==> src/hdl/pcd_pkg.sv <==
// package: register map, field layout, reset values and timing for the clock control block
`default_nettype none
package pcd_pkg;
  // register byte addresses
  localparam logic [3:0] ADDR_CTL    = 4'h0;
  localparam logic [3:0] ADDR_DIV    = 4'h4;
  localparam logic [3:0] ADDR_LOCK   = 4'h8;
  localparam logic [3:0] ADDR_STATUS = 4'hC;

  // pll_control_register fields
  localparam int CTL_MULT_LSB = 0;
  localparam int CTL_MULT_MSB = 7;
  localparam int CTL_BYPASS   = 8;
  localparam int CTL_VOLT     = 9;

  // divider register fields
  localparam int DIV_SYS_LSB  = 0;
  localparam int DIV_SYS_MSB  = 3;
  localparam int DIV_CORE_LSB = 4;
  localparam int DIV_CORE_MSB = 5;

  // status register fields
  localparam int STS_LOCKED   = 0;
  localparam int STS_BUSY     = 1;
  localparam int STS_MULT_LSB = 8;
  localparam int STS_MULT_MSB = 15;
  localparam int STS_REM_LSB  = 16;
  localparam int STS_REM_MSB  = 31;

  // multiplier held in half steps: code 1 is 0.5x, code 128 is 64x
  localparam logic [7:0]  MULT_MIN    = 8'h01;
  localparam logic [7:0]  MULT_MAX    = 8'h80;
  localparam logic [7:0]  MULT_RESET  = 8'h14;
  localparam logic [3:0]  SYS_RESET   = 4'h5;
  localparam logic [3:0]  SYS_MIN     = 4'h1;
  localparam logic [1:0]  CORE_RESET  = 2'h0;
  localparam logic [3:0]  RATIO_ONE   = 4'h1;
  localparam logic [15:0] LOCK_RESET  = 16'h0200;

  // longest settle time, and its cycle count at the input clock rate
  localparam int SETTLE_TIME_US = 40;
  localparam int CLK_FREQ_MHZ   = 10;
  localparam int SETTLE_CYCLES  = SETTLE_TIME_US * CLK_FREQ_MHZ;

  typedef enum logic [1:0] {
    ST_RUN    = 2'b01,
    ST_RELOCK = 2'b10
  } pcd_fsm_type;

  // register bus request
  typedef struct packed {
    logic [3:0]  addr;
    logic [31:0] wdata;
    logic        wr;
    logic        rd;
  } pcd_bus_type;
endpackage
`default_nettype wire

==> src/hdl/pcd_divider.sv <==
// programmable divider: one output pulse per ratio source ticks
`default_nettype none
module pcd_divider #(
  parameter int WIDTH = 4
) (
  input  wire logic             clk,
  input  wire logic             rst_n,
  input  wire logic             tick,
  input  wire logic [WIDTH-1:0] ratio,
  output logic                  pulse
);
  typedef struct packed {
    logic [WIDTH-1:0] cnt;
    logic             pulse;
  } pcd_div_state_type;

  pcd_div_state_type state;
  pcd_div_state_type next_state;

  // ratio is read every tick, so a new value acts at once
  always_comb
  begin
    next_state = state;
    next_state.pulse = 1'b0;
    if (tick)
    begin
      if (state.cnt + WIDTH'(1) >= ratio)
      begin
        next_state.cnt = '0;
        next_state.pulse = 1'b1;
      end
      else
        next_state.cnt = state.cnt + WIDTH'(1);
    end
  end

  always_ff @(posedge clk or negedge rst_n)
  begin
    if (!rst_n)
      state <= '0;
    else
      state <= next_state;
  end

  assign pulse = state.pulse;
endmodule
`default_nettype wire

==> src/hdl/pcd_lock_counter.sv <==
// lock counter: counts input clock periods down after a start, capped at the settle limit
`default_nettype none
module pcd_lock_counter (
  input  wire logic        clk,
  input  wire logic        rst_n,
  input  wire logic        start,
  input  wire logic [15:0] load,
  output logic             busy,
  output logic [15:0]      remain
);
  localparam logic [15:0] SETTLE_LAST = 16'(pcd_pkg::SETTLE_CYCLES - 1);

  typedef struct packed {
    logic [15:0] cnt;
    logic [15:0] elapsed;
    logic        busy;
  } pcd_lock_state_type;

  pcd_lock_state_type state;
  pcd_lock_state_type next_state;

  // ends on the programmed count or the settle limit, whichever comes first
  always_comb
  begin
    next_state = state;
    if (start)
    begin
      next_state.cnt = load;
      next_state.elapsed = '0;
      next_state.busy = (load != '0);
    end
    else if (state.busy)
    begin
      next_state.cnt = state.cnt - 16'h0001;
      next_state.elapsed = state.elapsed + 16'h0001;
      if (state.cnt == 16'h0001 || state.elapsed == SETTLE_LAST)
        next_state.busy = 1'b0;
    end
  end

  always_ff @(posedge clk or negedge rst_n)
  begin
    if (!rst_n)
      state <= '0;
    else
      state <= next_state;
  end

  assign busy = state.busy;
  assign remain = state.cnt;
endmodule
`default_nettype wire

==> src/hdl/pcd_clock_control.sv <==
// clock control: multiplier, core and system dividers, lock counting and registers
`default_nettype none
module pcd_clock_control (
  input  wire logic        CLK,
  input  wire logic        RST_N,
  input  wire logic [3:0]  ADDR,
  input  wire logic [31:0] WDATA,
  input  wire logic        WR,
  input  wire logic        RD,
  output logic      [31:0] RDATA,
  input  wire logic        VCO_TICK,
  output logic             CORE_CLK_EN,
  output logic             SYS_CLK_EN,
  output logic             PERIPH_CLK_EN,
  output logic      [7:0]  PLL_MULT,
  output logic             PLL_BYPASS,
  output logic             VOLT_CHANGE,
  output logic             LOCKED
);
  //////////////////////////////////////////////////////////////////////////////
  typedef struct packed {
    pcd_pkg::pcd_fsm_type fsm;
    logic [7:0]           mult_pend;
    logic [7:0]           mult_applied;
    logic                 bypass;
    logic [3:0]           sys_sel;
    logic [1:0]           core_sel;
    logic [15:0]          lock_count;
    logic                 volt_req;
    logic                 volt_start;
    logic                 start;
    logic                 vco_meta;
    logic                 vco_sync;
    logic [31:0]          rdata;
  } pcd_top_state_type;

  pcd_top_state_type  state;
  pcd_top_state_type  next_state;
  pcd_pkg::pcd_bus_type bus;
  logic               lock_busy;
  logic [15:0]        lock_remain;
  logic               sys_pulse;
  logic               core_pulse;
  logic               src_tick;
  logic [3:0]         sys_ratio;
  logic [3:0]         core_ratio;

  // decode of the two-bit core select into its divide ratio
  function automatic logic [3:0] core_decode(input logic [1:0] sel);
    core_decode = 4'(pcd_pkg::RATIO_ONE << sel);
  endfunction

  function automatic logic mult_ok(input logic [7:0] m);
    mult_ok = (m >= pcd_pkg::MULT_MIN) && (m <= pcd_pkg::MULT_MAX);
  endfunction

  assign bus = '{addr: ADDR, wdata: WDATA, wr: WR, rd: RD};

  //////////////////////////////////////////////////////////////////////////////
  // clock source for the dividers: the input clock itself when bypassed or
  // relocking, so an unsettled pll never reaches the core or peripherals
  always_comb
  begin
    if (state.bypass || state.fsm != pcd_pkg::ST_RUN)
    begin
      src_tick   = 1'b1;
      sys_ratio  = pcd_pkg::RATIO_ONE;
      core_ratio = pcd_pkg::RATIO_ONE;
    end
    else
    begin
      src_tick   = state.vco_sync;
      sys_ratio  = state.sys_sel;
      core_ratio = core_decode(state.core_sel);
    end
  end

  pcd_divider #(.WIDTH(4)) u_sys_div (
    .clk   (CLK),
    .rst_n (RST_N),
    .tick  (src_tick),
    .ratio (sys_ratio),
    .pulse (sys_pulse)
  );

  pcd_divider #(.WIDTH(4)) u_core_div (
    .clk   (CLK),
    .rst_n (RST_N),
    .tick  (src_tick),
    .ratio (core_ratio),
    .pulse (core_pulse)
  );

  pcd_lock_counter u_lock (
    .clk    (CLK),
    .rst_n  (RST_N),
    .start  (state.start),
    .load   (state.lock_count),
    .busy   (lock_busy),
    .remain (lock_remain)
  );

  //////////////////////////////////////////////////////////////////////////////
  // register writes, read mux, relock sequencing
  always_comb
  begin
    next_state = state;
    next_state.start = 1'b0;
    next_state.volt_start = 1'b0;
    next_state.rdata = '0;
    // pll tick pin is asynchronous: two flops before use
    next_state.vco_meta = VCO_TICK;
    next_state.vco_sync = state.vco_meta;

    // relock sequencing
    case (state.fsm)
      pcd_pkg::ST_RUN:
      begin
        if (!state.bypass && (state.mult_pend != state.mult_applied || state.volt_req))
        begin
          next_state.mult_applied = state.mult_pend;
          next_state.start = 1'b1;
          next_state.volt_start = state.volt_req;
          next_state.volt_req = 1'b0;
          next_state.fsm = pcd_pkg::ST_RELOCK;
        end
      end
      pcd_pkg::ST_RELOCK:
      begin
        if (!state.start && !lock_busy)
          next_state.fsm = pcd_pkg::ST_RUN;
      end
      default:
        next_state.fsm = pcd_pkg::ST_RUN;
    endcase

    // writes; a new voltage request wins over its own consumption
    if (bus.wr)
    begin
      case (bus.addr)
        pcd_pkg::ADDR_CTL:
        begin
          if (mult_ok(bus.wdata[pcd_pkg::CTL_MULT_MSB:pcd_pkg::CTL_MULT_LSB]))
            next_state.mult_pend = bus.wdata[pcd_pkg::CTL_MULT_MSB:pcd_pkg::CTL_MULT_LSB];
          next_state.bypass = bus.wdata[pcd_pkg::CTL_BYPASS];
          if (bus.wdata[pcd_pkg::CTL_VOLT])
            next_state.volt_req = 1'b1;
        end
        pcd_pkg::ADDR_DIV:
        begin
          if (bus.wdata[pcd_pkg::DIV_SYS_MSB:pcd_pkg::DIV_SYS_LSB] >= pcd_pkg::SYS_MIN)
            next_state.sys_sel = bus.wdata[pcd_pkg::DIV_SYS_MSB:pcd_pkg::DIV_SYS_LSB];
          next_state.core_sel = bus.wdata[pcd_pkg::DIV_CORE_MSB:pcd_pkg::DIV_CORE_LSB];
        end
        pcd_pkg::ADDR_LOCK:
          next_state.lock_count = bus.wdata[15:0];
        default:
          next_state.lock_count = state.lock_count;           // unmapped writes are dropped
      endcase
    end

    // reads: data stand in the following cycle only
    if (bus.rd)
    begin
      case (bus.addr)
        pcd_pkg::ADDR_CTL:
        begin
          next_state.rdata[pcd_pkg::CTL_MULT_MSB:pcd_pkg::CTL_MULT_LSB] = state.mult_pend;
          next_state.rdata[pcd_pkg::CTL_BYPASS] = state.bypass;
          next_state.rdata[pcd_pkg::CTL_VOLT] = state.volt_req;
        end
        pcd_pkg::ADDR_DIV:
        begin
          next_state.rdata[pcd_pkg::DIV_SYS_MSB:pcd_pkg::DIV_SYS_LSB] = state.sys_sel;
          next_state.rdata[pcd_pkg::DIV_CORE_MSB:pcd_pkg::DIV_CORE_LSB] = state.core_sel;
        end
        pcd_pkg::ADDR_LOCK:
          next_state.rdata[15:0] = state.lock_count;
        pcd_pkg::ADDR_STATUS:
        begin
          next_state.rdata[pcd_pkg::STS_LOCKED] = (state.fsm == pcd_pkg::ST_RUN);
          next_state.rdata[pcd_pkg::STS_BUSY] = lock_busy;
          next_state.rdata[pcd_pkg::STS_MULT_MSB:pcd_pkg::STS_MULT_LSB] = state.mult_applied;
          next_state.rdata[pcd_pkg::STS_REM_MSB:pcd_pkg::STS_REM_LSB] = lock_remain;
        end
        default:
          next_state.rdata = '0;
      endcase
    end
  end

  //////////////////////////////////////////////////////////////////////////////
  // state register; reset values are constants only
  always_ff @(posedge CLK or negedge RST_N)
  begin
    if (!RST_N)
    begin
      state <= '0;
      state.fsm <= pcd_pkg::ST_RUN;
      state.mult_pend <= pcd_pkg::MULT_RESET;
      state.mult_applied <= pcd_pkg::MULT_RESET;
      state.sys_sel <= pcd_pkg::SYS_RESET;
      state.core_sel <= pcd_pkg::CORE_RESET;
      state.lock_count <= pcd_pkg::LOCK_RESET;
    end
    else
      state <= next_state;
  end

  //////////////////////////////////////////////////////////////////////////////
  // outputs, all from flops
  assign RDATA         = state.rdata;
  assign CORE_CLK_EN   = core_pulse;
  assign SYS_CLK_EN    = sys_pulse;
  assign PERIPH_CLK_EN = sys_pulse;
  assign PLL_MULT      = state.mult_applied;
  assign PLL_BYPASS    = state.bypass;
  assign VOLT_CHANGE   = state.volt_start;
  assign LOCKED        = (state.fsm == pcd_pkg::ST_RUN);

  // settle limit plus the start cycle and the state update back to run
  localparam int SETTLE_BOUND = pcd_pkg::SETTLE_CYCLES + 2;
endmodule
`default_nettype wire

==> config.mk <==
export PLATFORM = sky130hd
export DESIGN_NAME = pcd_clock_control
export DESIGN_NICKNAME = d
export VERILOG_FILES = /design/src/hdl/pcd_pkg.sv /design/src/hdl/pcd_divider.sv /design/src/hdl/pcd_lock_counter.sv /design/src/hdl/pcd_clock_control.sv
export SDC_FILE = /design/constraint.sdc
export NUM_CORES = 1
export LEC_CHECK = 0
export BUFFER_PORTS_ARGS = -buffer_cell sky130_fd_sc_hd__buf_2
export CAP_MARGIN = 20
export CORE_MARGIN = 2
export CORE_UTILIZATION = 52
export DETAILED_ROUTE_END_ITERATION = 6
export GPL_TIMING_DRIVEN = 0
export PLACE_DENSITY = 0.77
export SLEW_MARGIN = 20
export SYNTH_ARGS = -nofsm -noshare
export SYNTH_HDL_FRONTEND = slang
export SYNTH_SLANG_ARGS = --single-unit
export TNS_END_PERCENT = 20
==> constraint.sdc <==
create_clock -name CLK -period 2.46 [get_ports CLK]
set_clock_uncertainty 0.15 [all_clocks]
set_input_delay 0.123 -clock CLK [delete_from_list [all_inputs] [get_ports CLK]]
set_output_delay 0.123 -clock CLK [all_outputs]
set_load 0.02 [all_outputs]
======== Word level (Yosys, flattened, before mapping) ========
Index checks and enable logic that the tools add are counted.
cells by class
  add/sub/neg operators ................... 4
  magnitude comparators ................... 5
  equality and inequality tests ........... 11
  shift-type cells ........................ 1
  muxes and demuxes ....................... 27
  reductions and logical operators ........ 19
operators by type and width
  operator               number
  $mux 33                2
  $mux 32                1
  $add 16x1->16 const B  1
  $eq 16x1->1 const B    1
  $eq 16x9->1 const B    1
  $mux 16                1
  $mux 4                 4
  $reduce_bool 16->1     1
  $sub 16x1->16 const B  1
  $pmux 4 s3             1
  $pmux 6 s2             1
  $reduce_and 2->1       5
  $mux 1                 9
  $add 4x1->4 const B    2
  $eq 4x4->1 const B     2
  $ge 4x4->1             2
  $ge 8x1->1 const B     1
  $le 8x8->1 const B     1
  $ne 8x8->1             1
  $pmux 2 s2             2
  $pmux 2 s4             1
  $mux 3                 2
  $pmux 2 s3             1
  $reduce_and 3->1       2
  13 further kinds       21
storage, ports and cells
  register bits after elaboration ......... 121
  output and inout port bits .............. 46
  logic and storage cells ................. 87

======== Longest topological paths before layout ========
Gate-level depths: netlist of run 1.
  depth in word-level cells ............... 8
  mapped depth ............................ 9

======== Cells and area by module ========
Synthesis of run 1 repeated with hierarchy kept, for this count alone.
second synthesis, totals
  cell total of the unflattened synthesis .. 547
  area, all modules ....................... 6103.4 µm²
modules (own cells, without submodules)
  module             instances  cells each  area each (µm²)
  pcd_clock_control  1          270         3445.8
  pcd_lock_counter   1          211         1951.9
  pcd_divider        2          33          352.8

======== Worst setup path before layout of run 1 ========
Ideal clock, no wire load.
  path kind ............................... reg2reg
  start point ............................. register state[76] in the netlist's numbering
  end point ............................... register u_sys_div.state[2] in the netlist's numbering
  library setup time ...................... 0.083 ns
  arrival time ............................ 2.480 ns
  data required time ...................... 2.227 ns
  setup slack ............................. -0.252 ns
  cell stages (with the launch flop) ...... 9
  cell sequence ........................... dfstp_2 or3b_2 clkbuf_1 or2_2 ha_1 nand2b_1 a21o_1 a311o_1 o21ai_0
between the ends
  cells in the longest elaborated chain, start to end .. 5
ends and longest elaborated chain
  item                    RTL line                  text
  from (decl)             pcd_clock_control.sv:37   pcd_top_state_type state;
  from (signal assigned)  pcd_clock_control.sv:207  state <= next_state;
  $ne 2x1->1 *            pcd_clock_control.sv:64   if (state.bypass || state.fsm != pcd_pkg::ST_RUN)
  $logic_or 1x1->1 *      pcd_clock_control.sv:64
  $mux 4                  pcd_clock_control.sv:64
  $ge 4x4->1              pcd_divider.sv:27         if (state.cnt + WIDTH'(1) >= ratio)
  $mux 4                  pcd_divider.sv:27
  to (signal assigned)    pcd_divider.sv:42         state <= next_state;
  to (decl)               pcd_divider.sv:17         pcd_div_state_type state;
Mark *: on every way between the ends. The rest lies on a longest branch, timed or not.
A chain may end at the register's enable or synchronous reset.

======== Worst setup path in the final report of run 1 ========
  start point ............................. register state[76] in the netlist's numbering
  end point ............................... register u_core_div.state[2] in the netlist's numbering
between the ends
  cells in the longest elaborated chain, start to end .. 5
ends and longest elaborated chain
  item                  RTL line
  $ne 2x1->1 *          pcd_clock_control.sv:64
  $logic_or 1x1->1 *    pcd_clock_control.sv:64
  $mux 4                pcd_clock_control.sv:64
  $ge 4x4->1            pcd_divider.sv:27
  $mux 4                pcd_divider.sv:27
  to (signal assigned)  pcd_divider.sv:42
  to (decl)             pcd_divider.sv:17
Marked as above.

==> results of run 1 <==
per-layer routing:
| metal | GRT usage, % | vias to the layer above | wire [um] |
|---|---|---|---|
| met5 | 0 | - | 0 |
| met2 | 41.3 | 140 | 7070 |
| li1 | - | 2075 | - |
| met3 | 6.52 | 32 | 727 |
| met1 | 30.9 | 2218 | 5890 |
| met4 | 11.4 | 0 | 386 |
registers in the layout, indices dropped and copies added, names as in the netlist:
name,count
u_sys_div.state,4
next_state,1
VOLT_CHANGE,1
u_sys_div.pulse,1
PLL_MULT,8
u_lock.remain,16
RDATA,32
u_lock.state,16
u_lock.busy,1
u_core_div.state,4
PLL_BYPASS,1
state,35
u_core_div.pulse,1
final cells by class:
class | count | area (um^2)
plain buffers | 56 | 378
clock buffers | 19 | 432
clock inverters | 13 | 200
fillers | 754 | 3480
inverters | 11 | 41.3
multi-input cells | 353 | 2430
flip-flops and latches | 121 | 3040
well taps | 140 | 175
repair buffers | 102 | 713
kinds of logic (layout without fill, tap and decap cells):
| kind of cell | count (synthesis) | after routing |
|---|---|---|
| fa+ha+maj | 13 | 13 |
| mux | 46 | 46 |
| simple gates | 201 | 201 |
| xor+xnor | 36 | 36 |
| flops | 121 | 121 |
| compound gates | 57 | 57 |
| buf+inv | 68 | 201 |
Yosys cell counts (10+ instances only):
library cell and number:
dfrtp_1 113, nand2_1 63, buf_4 41, nor2_1 39, mux2_2 31, o21ai_0 29
xor2_1 25, and2_1 16, nand3_1 14, nor3_1 14, ha_1 13, mux2i_1 13
clkbuf_1 12, inv_1 11, xnor2_1 11, nor4_1 10
per-stage QoR:
step / util (%) / hold slack [ns]
6_report: 68.1 / 0.0864
5_1_grt: 68.1 / 0.0839
4_1_cts: 68.0 / 0.0664
3_5_place_dp: 58.8 / -0.0668
3_3_place_gp: 58.4 / 0.0872
2_1_floorplan: - / -0.323
worst max-delay path by stage:
stage | to | cells past startpoint
2_1_floorplan | u_sys_div.state[1]$_DFFE_PN0N_ | 8
3_5_place_dp | u_core_div.state[3]$_DFFE_PN0N_ | 9
6_report | u_core_div.state[2]$_DFFE_PN0N_ | 9
5_1_grt | u_core_div.state[4]$_DFFE_PN0N_ | 9
3_3_place_gp | u_core_div.state[2]$_DFFE_PN0N_ | 9
4_1_cts | u_sys_div.state[4]$_DFFE_PN0N_ | 7
power by group:
part	internal (mW)	total, mW	switching [mW]
clock	1.76	2.66	0.893
combinational	1.06	2.34	1.28
sequential	2.45	2.95	0.509
total	5.27	7.95	2.68
layout by cell type, fill, tap and decap left out, drive strengths merged, types with 16 or more instances in the layout:
cell type and count:
dfrtp 113, buf 119, and2 16, nor2 39, xor2 25, clkbuf 30
nand2 63, dlygate4sd3 28, o21ai 30, mux2 31
what timing repair did:
action,CTS,global route
pin swaps,5,2
endpoints found under the setup margin,10,8
hold buffers,29,0
buffers inserted,3,0
gates resized for setup,11,2
endpoints found under the hold margin,158,0
worst register-to-register path, stage by stage (launching register included):
cell	delay (ns)
dfstp_2	0.52
inv_1	0.08
nor3_4	0.16
clkbuf_8	0.17
buf_6	0.14
nand3_1	0.14
ha_4	0.26
a21o_1	0.17
a311o_1	0.38
o21ai_0	0.15
==> impl_metrics.env, run 1 <==
export IMPL_outcome="completed"
export IMPL_ir_drop_uv=611
export IMPL_synthCells=542
export IMPL_yosysTopAreaCell="dfrtp_1"
export IMPL_slowest_delay_ns=0.52
export IMPL_max_slew_margin_pct=31.7
export IMPL_rr_worst_depth=9
export IMPL_area_growth_pct=27.3
export IMPL_fp_coreArea_um2=10900
export IMPL_synth_edf_count=0
export IMPL_dieArea_um2=12100
export IMPL_synth_top_area_share_pct=48.5
export IMPL_hold_viol=0
export IMPL_dpl_hpwl_um=9060
export IMPL_fin_crit_sh_pct=97.0
export IMPL_post_route_cell_area_um2=7410
export IMPL_synth_top_flop_cell="dfrtp_1"
export IMPL_cts_tree="done"
export IMPL_setup_tns_ns=0
export IMPL_synth_compound_area_share_pct=5.89
export IMPL_hold_path_class="input port to flip-flop"
export IMPL_synth_xor_area_share_pct=5.41
export IMPL_drv_slew=0
export IMPL_crit_path_max_fanout=9
export IMPL_crit_type="flip-flop to flip-flop"
export IMPL_post_drt_wl_per_cell_um=17.3
export IMPL_vias=4465
export IMPL_fmaxAchievable_mhz=419
export IMPL_crit_slowest_cell="dfstp_2"
export IMPL_std_cell_rows=38
export IMPL_syn_cell_area_um2=5820
export IMPL_dpl_cell_count=752
export IMPL_grt_first_pass_wirelength_um=22600
export IMPL_rrSetupSlack_ns=0.07
export IMPL_avgSynthCellArea_um2=10.7
export IMPL_hold_end="next_state[32]$_DFF_PN0_"
export IMPL_grt_overflow_total=0
export IMPL_async_flop_share_pct=100
export IMPL_cp_startpoint="state[76]$_DFFE_PN1P_"
export IMPL_critical_path_required_ns=2.76
export IMPL_hold_depth=2
export IMPL_first_pass_iters=5
export IMPL_worstReg2RegEnd="u_core_div.state[2]$_DFFE_PN0N_"
export IMPL_cts_buffer_depth=2
export IMPL_grt_antenna_before_repair=0
export IMPL_grt_pass1_vias=4575
export IMPL_synthDistinctLibCells=50
export IMPL_synth_top_family_by_area="simple AND/OR/NAND/NOR gates"
export IMPL_cap_viol_max_count=0
export IMPL_drive_above_1_share_pct=30.4
export IMPL_route_detailed_drc=0
export IMPL_wirelength_um=14100
export IMPL_clock_sinks=121
export IMPL_r2r_start="state[76]$_DFFE_PN1P_"
export IMPL_num_io_pins=87
export IMPL_cts_buffers=17
export IMPL_vias_per_cell=5.48
export IMPL_tightest_slew_ns=1.01
export IMPL_ys_seq_area_share_pct=52.2
export IMPL_clk_latency_ns=0.53
export IMPL_start_kind="flip-flop"
export IMPL_synth_mux_area_fraction_pct=9.00
export IMPL_place_area_um2=6400
export IMPL_die_y_um=110
export IMPL_power_density_nw_per_um2=1070
export IMPL_clkTransAtPathRegs_ns=0.06
export IMPL_worstHoldStart="VCO_TICK"
export IMPL_setup_viol=0
export IMPL_nets=716
export IMPL_grt_use_total_pct=25.1
export IMPL_yosysWarnings=0
export IMPL_worstPathCellList="inv_1 > nor3_4 > clkbuf_8 > buf_6 > nand3_1 > ha_4 > a21o_1 > a311o_1 > o21ai_0"
export IMPL_synthAdderAreaFrac_pct=2.79
export IMPL_grt_max_degree=77
export IMPL_antennaDiodeCount=0
export IMPL_drt_iter0_markers=277
export IMPL_place_ws_ns=-0.421
export IMPL_setup_ws_ns=0.0738
export IMPL_p_leak_nw=3.58
export IMPL_endpoint_kind="flip-flop"
export IMPL_p_total_mw=7.95
export IMPL_synthSimpleGateAreaFrac_pct=17.7
export IMPL_htreeDepth=4
export IMPL_start_util_pct=53.5
export IMPL_synthTopCellsByArea="dfrtp_1, mux2_2, buf_4, nand2_1, xor2_1"
export IMPL_chipWidth_um=110
export IMPL_cts_root_buf="clkbuf_8"
export IMPL_cpLargestDelayFamily="compound AO/OA/AOI/OAI gates"
export IMPL_cp_arrival_ns=2.68
export IMPL_stdcell_count=815
export IMPL_crit_buf_inv=3
export IMPL_syn_nets=596
export IMPL_synth_seq_cells=121
export IMPL_antenna_left=0
export IMPL_place_congestion=0.877
export IMPL_numPortBuffers=69
export IMPL_layout_min_cycle_time_ns=2.39
(Power assumes the default switching activity.)
==> run 2, diff against run 1 <==
--- a/config.mk
+++ b/config.mk
@@ -8,7 +8,8 @@
 export BUFFER_PORTS_ARGS = -buffer_cell sky130_fd_sc_hd__buf_2
 export CAP_MARGIN = 20
 export CORE_MARGIN = 2
-export CORE_UTILIZATION = 52
+export CORE_UTILIZATION = 55
+export CTS_CLUSTER_DIAMETER = 30
 export DETAILED_ROUTE_END_ITERATION = 6
 export GPL_TIMING_DRIVEN = 0
 export PLACE_DENSITY = 0.77
==> constraint.sdc (replaced) <==
create_clock -name CLK -period 2.6 [get_ports CLK]
set_clock_uncertainty 0.15 [all_clocks]
set_input_delay 0.13 -clock CLK [delete_from_list [all_inputs] [get_ports CLK]]
set_output_delay 0.13 -clock CLK [all_outputs]
set_load 0.02 [all_outputs]
==> impl_metrics.env, run 2 (synthesis results as in run 1) <==
export IMPL_route_detailed_drc=0
export IMPL_numPortBuffers=69
export IMPL_final_common_cell="dfrtp_1"
export IMPL_violations="negative hold slack"
export IMPL_num_io_pins=87
export IMPL_wirelength_um=14100
export IMPL_first_pass_iters=5
export IMPL_dpl_hpwl_um=9170
export IMPL_place_congestion=0.887
export IMPL_start_util_pct=56.4
export IMPL_crit_buf_inv=2
export IMPL_p_total_mw=7.54
export IMPL_nFillCells=668
export IMPL_final_cell_mix="dfrtp_1, buf_2, nand2_1, buf_4, nor2_1"
export IMPL_drt_iter0_markers=342
export IMPL_outcome="complete, but fails checks"
export IMPL_holdWs_ns=-0.0206
export IMPL_grt_antenna_before_repair=0
export IMPL_rsz0062_at_grt="true"
export IMPL_grt_max_degree=66
export IMPL_clk_latency_ns=0.52
export IMPL_largest_register="state"
export IMPL_cts_root_buf="clkbuf_8"
export IMPL_tightest_slew_ns=1.09
export IMPL_vias_per_cell=5.65
export IMPL_power_density_nw_per_um2=1030
export IMPL_drive_above_1_share_pct=30.1
export IMPL_htreeDepth=4
export IMPL_clock_sinks=121
export IMPL_ir_drop_uv=545
export IMPL_antennaDiodeCount=0
export IMPL_cts_tree="done"
export IMPL_cpLargestDelayFamily="compound AO/OA/AOI/OAI gates"
export IMPL_setup_ws_ns=0.123
export IMPL_grt_overflow_total=0
export IMPL_grt_first_pass_wirelength_um=23100
export IMPL_slowest_delay_ns=0.53
export IMPL_largest_reg_flops=35
export IMPL_worstPathCellList="inv_1 > nor3_4 > buf_6 > o21ai_0 > ha_1 > nand2b_1 > a21o_1 > a311o_1 > o21ai_0"
export IMPL_crit_type="flip-flop to flip-flop"
export IMPL_drv_slew=0
export IMPL_cts_buffer_depth=2
export IMPL_critical_path_required_ns=2.89
export IMPL_hold_path_class="input port to async pin"
export IMPL_fp_coreArea_um2=10300
export IMPL_p_leak_nw=3.56
export IMPL_dpl_cell_count=748
export IMPL_chipWidth_um=107
export IMPL_antenna_left=0
export IMPL_fin_crit_sh_pct=95.3
export IMPL_max_slew_margin_pct=27.0
export IMPL_crit_slowest_cell="dfstp_2"
export IMPL_grt_pass1_vias=4626
export IMPL_start_kind="flip-flop"
export IMPL_cts_buffers=17
export IMPL_layout_min_cycle_time_ns=2.48
export IMPL_dieArea_um2=11400
export IMPL_grt_use_total_pct=26.5
export IMPL_nets=713
export IMPL_stdcell_count=808
export IMPL_std_cell_rows=37
export IMPL_cp_arrival_ns=2.76
export IMPL_area_growth_pct=26.1
export IMPL_die_y_um=107
export IMPL_hold_viol=14
export IMPL_register_area_um2=3040
export IMPL_fmaxAchievable_mhz=404
export IMPL_cap_viol_max_count=0
export IMPL_endpoint_kind="flip-flop"
export IMPL_vias=4563
export IMPL_multiInputGateArea_um2=2400
export IMPL_post_drt_wl_per_cell_um=17.5
export IMPL_setup_viol=0
export IMPL_clkTransAtPathRegs_ns=0.06
export IMPL_crit_top_cell="o21ai_0"
export IMPL_place_ws_ns=-0.756
export IMPL_crit_path_max_fanout=10
export IMPL_postLayoutCoreUtil_pct=71.1
[run 2: path summary, 6_finish.rpt]
kind | startpoint | endpoint | depth (start not counted) | slack, ns
setup reg to reg | state[76]$_DFFE_PN1P_ | u_core_div.state[3]$_DFFE_PN0N_ | 9 | 0.12
setup / recovery | state[76]$_DFFE_PN1P_ | u_core_div.state[3]$_DFFE_PN0N_ | 9 | 0.12
min in group CLK | ADDR[0] | RDATA[0]$_DFF_PN0_ | 4 | 0.05
max in group asynchronous | RST_N | state[46]$_DFFE_PN1P_ | 3 | 1.58
hold reg to reg | next_state[32]$_DFF_PN0_ | state[32]$_DFF_PN0_ | 0 | 0.20
hold / removal | RST_N | u_lock.state[14]$_DFFE_PN0N_ | 2 | -0.02
[run 2: area by class of cell]
cell class              instances  share of cell area, %
flip-flops and latches        121                   41.4
multi-input cells             353                   32.7
repair buffers                 99                   9.05
clock buffers                  18                   5.83
plain buffers                  56                   5.11
clock inverters                14                   3.02
well taps                     136                   2.32
inverters                      11                  0.562
[run 2: report_power, final]
part / total, mW / switching [mW] / internal [mW]
clock network: 2.57 / 0.883 / 1.68
registers: 2.80 / 0.483 / 2.31
logic: 2.17 / 1.22 / 0.952
total: 7.54 / 2.59 / 4.95
[run 2: repair_timing]
| action | in CTS | in global routing |
|---|---|---|
| buffers inserted | 1 | 1 |
| hold endpoints to repair | 156 | 0 |
| setup endpoints to repair | 10 | 10 |
| pin swaps | 2 | 1 |
| resized for setup | 10 | 7 |
| hold buffers | 27 | 0 |
[run 2: metrics by stage]
step	cell area (um^2)	setup TNS, ns
after floorplan	5830	-0.259
after global routing	7340	-0.0251
after global placement	6350	-25.38
after CTS	7320	-0.0456
after detailed placement	6380	-5.83
final	7340	0
[run 2: metal layers]
| metal | up-vias | part of all wire, % | GRT usage [%] |
|---|---|---|---|
| met5 | - | 0 | 0 |
| met4 | 0 | 3.0 | 10.8 |
| met1 | 2256 | 40 | 33.0 |
| met2 | 187 | 51 | 45.4 |
| li1 | 2077 | - | - |
| met3 | 43 | 5.7 | 5.23 |
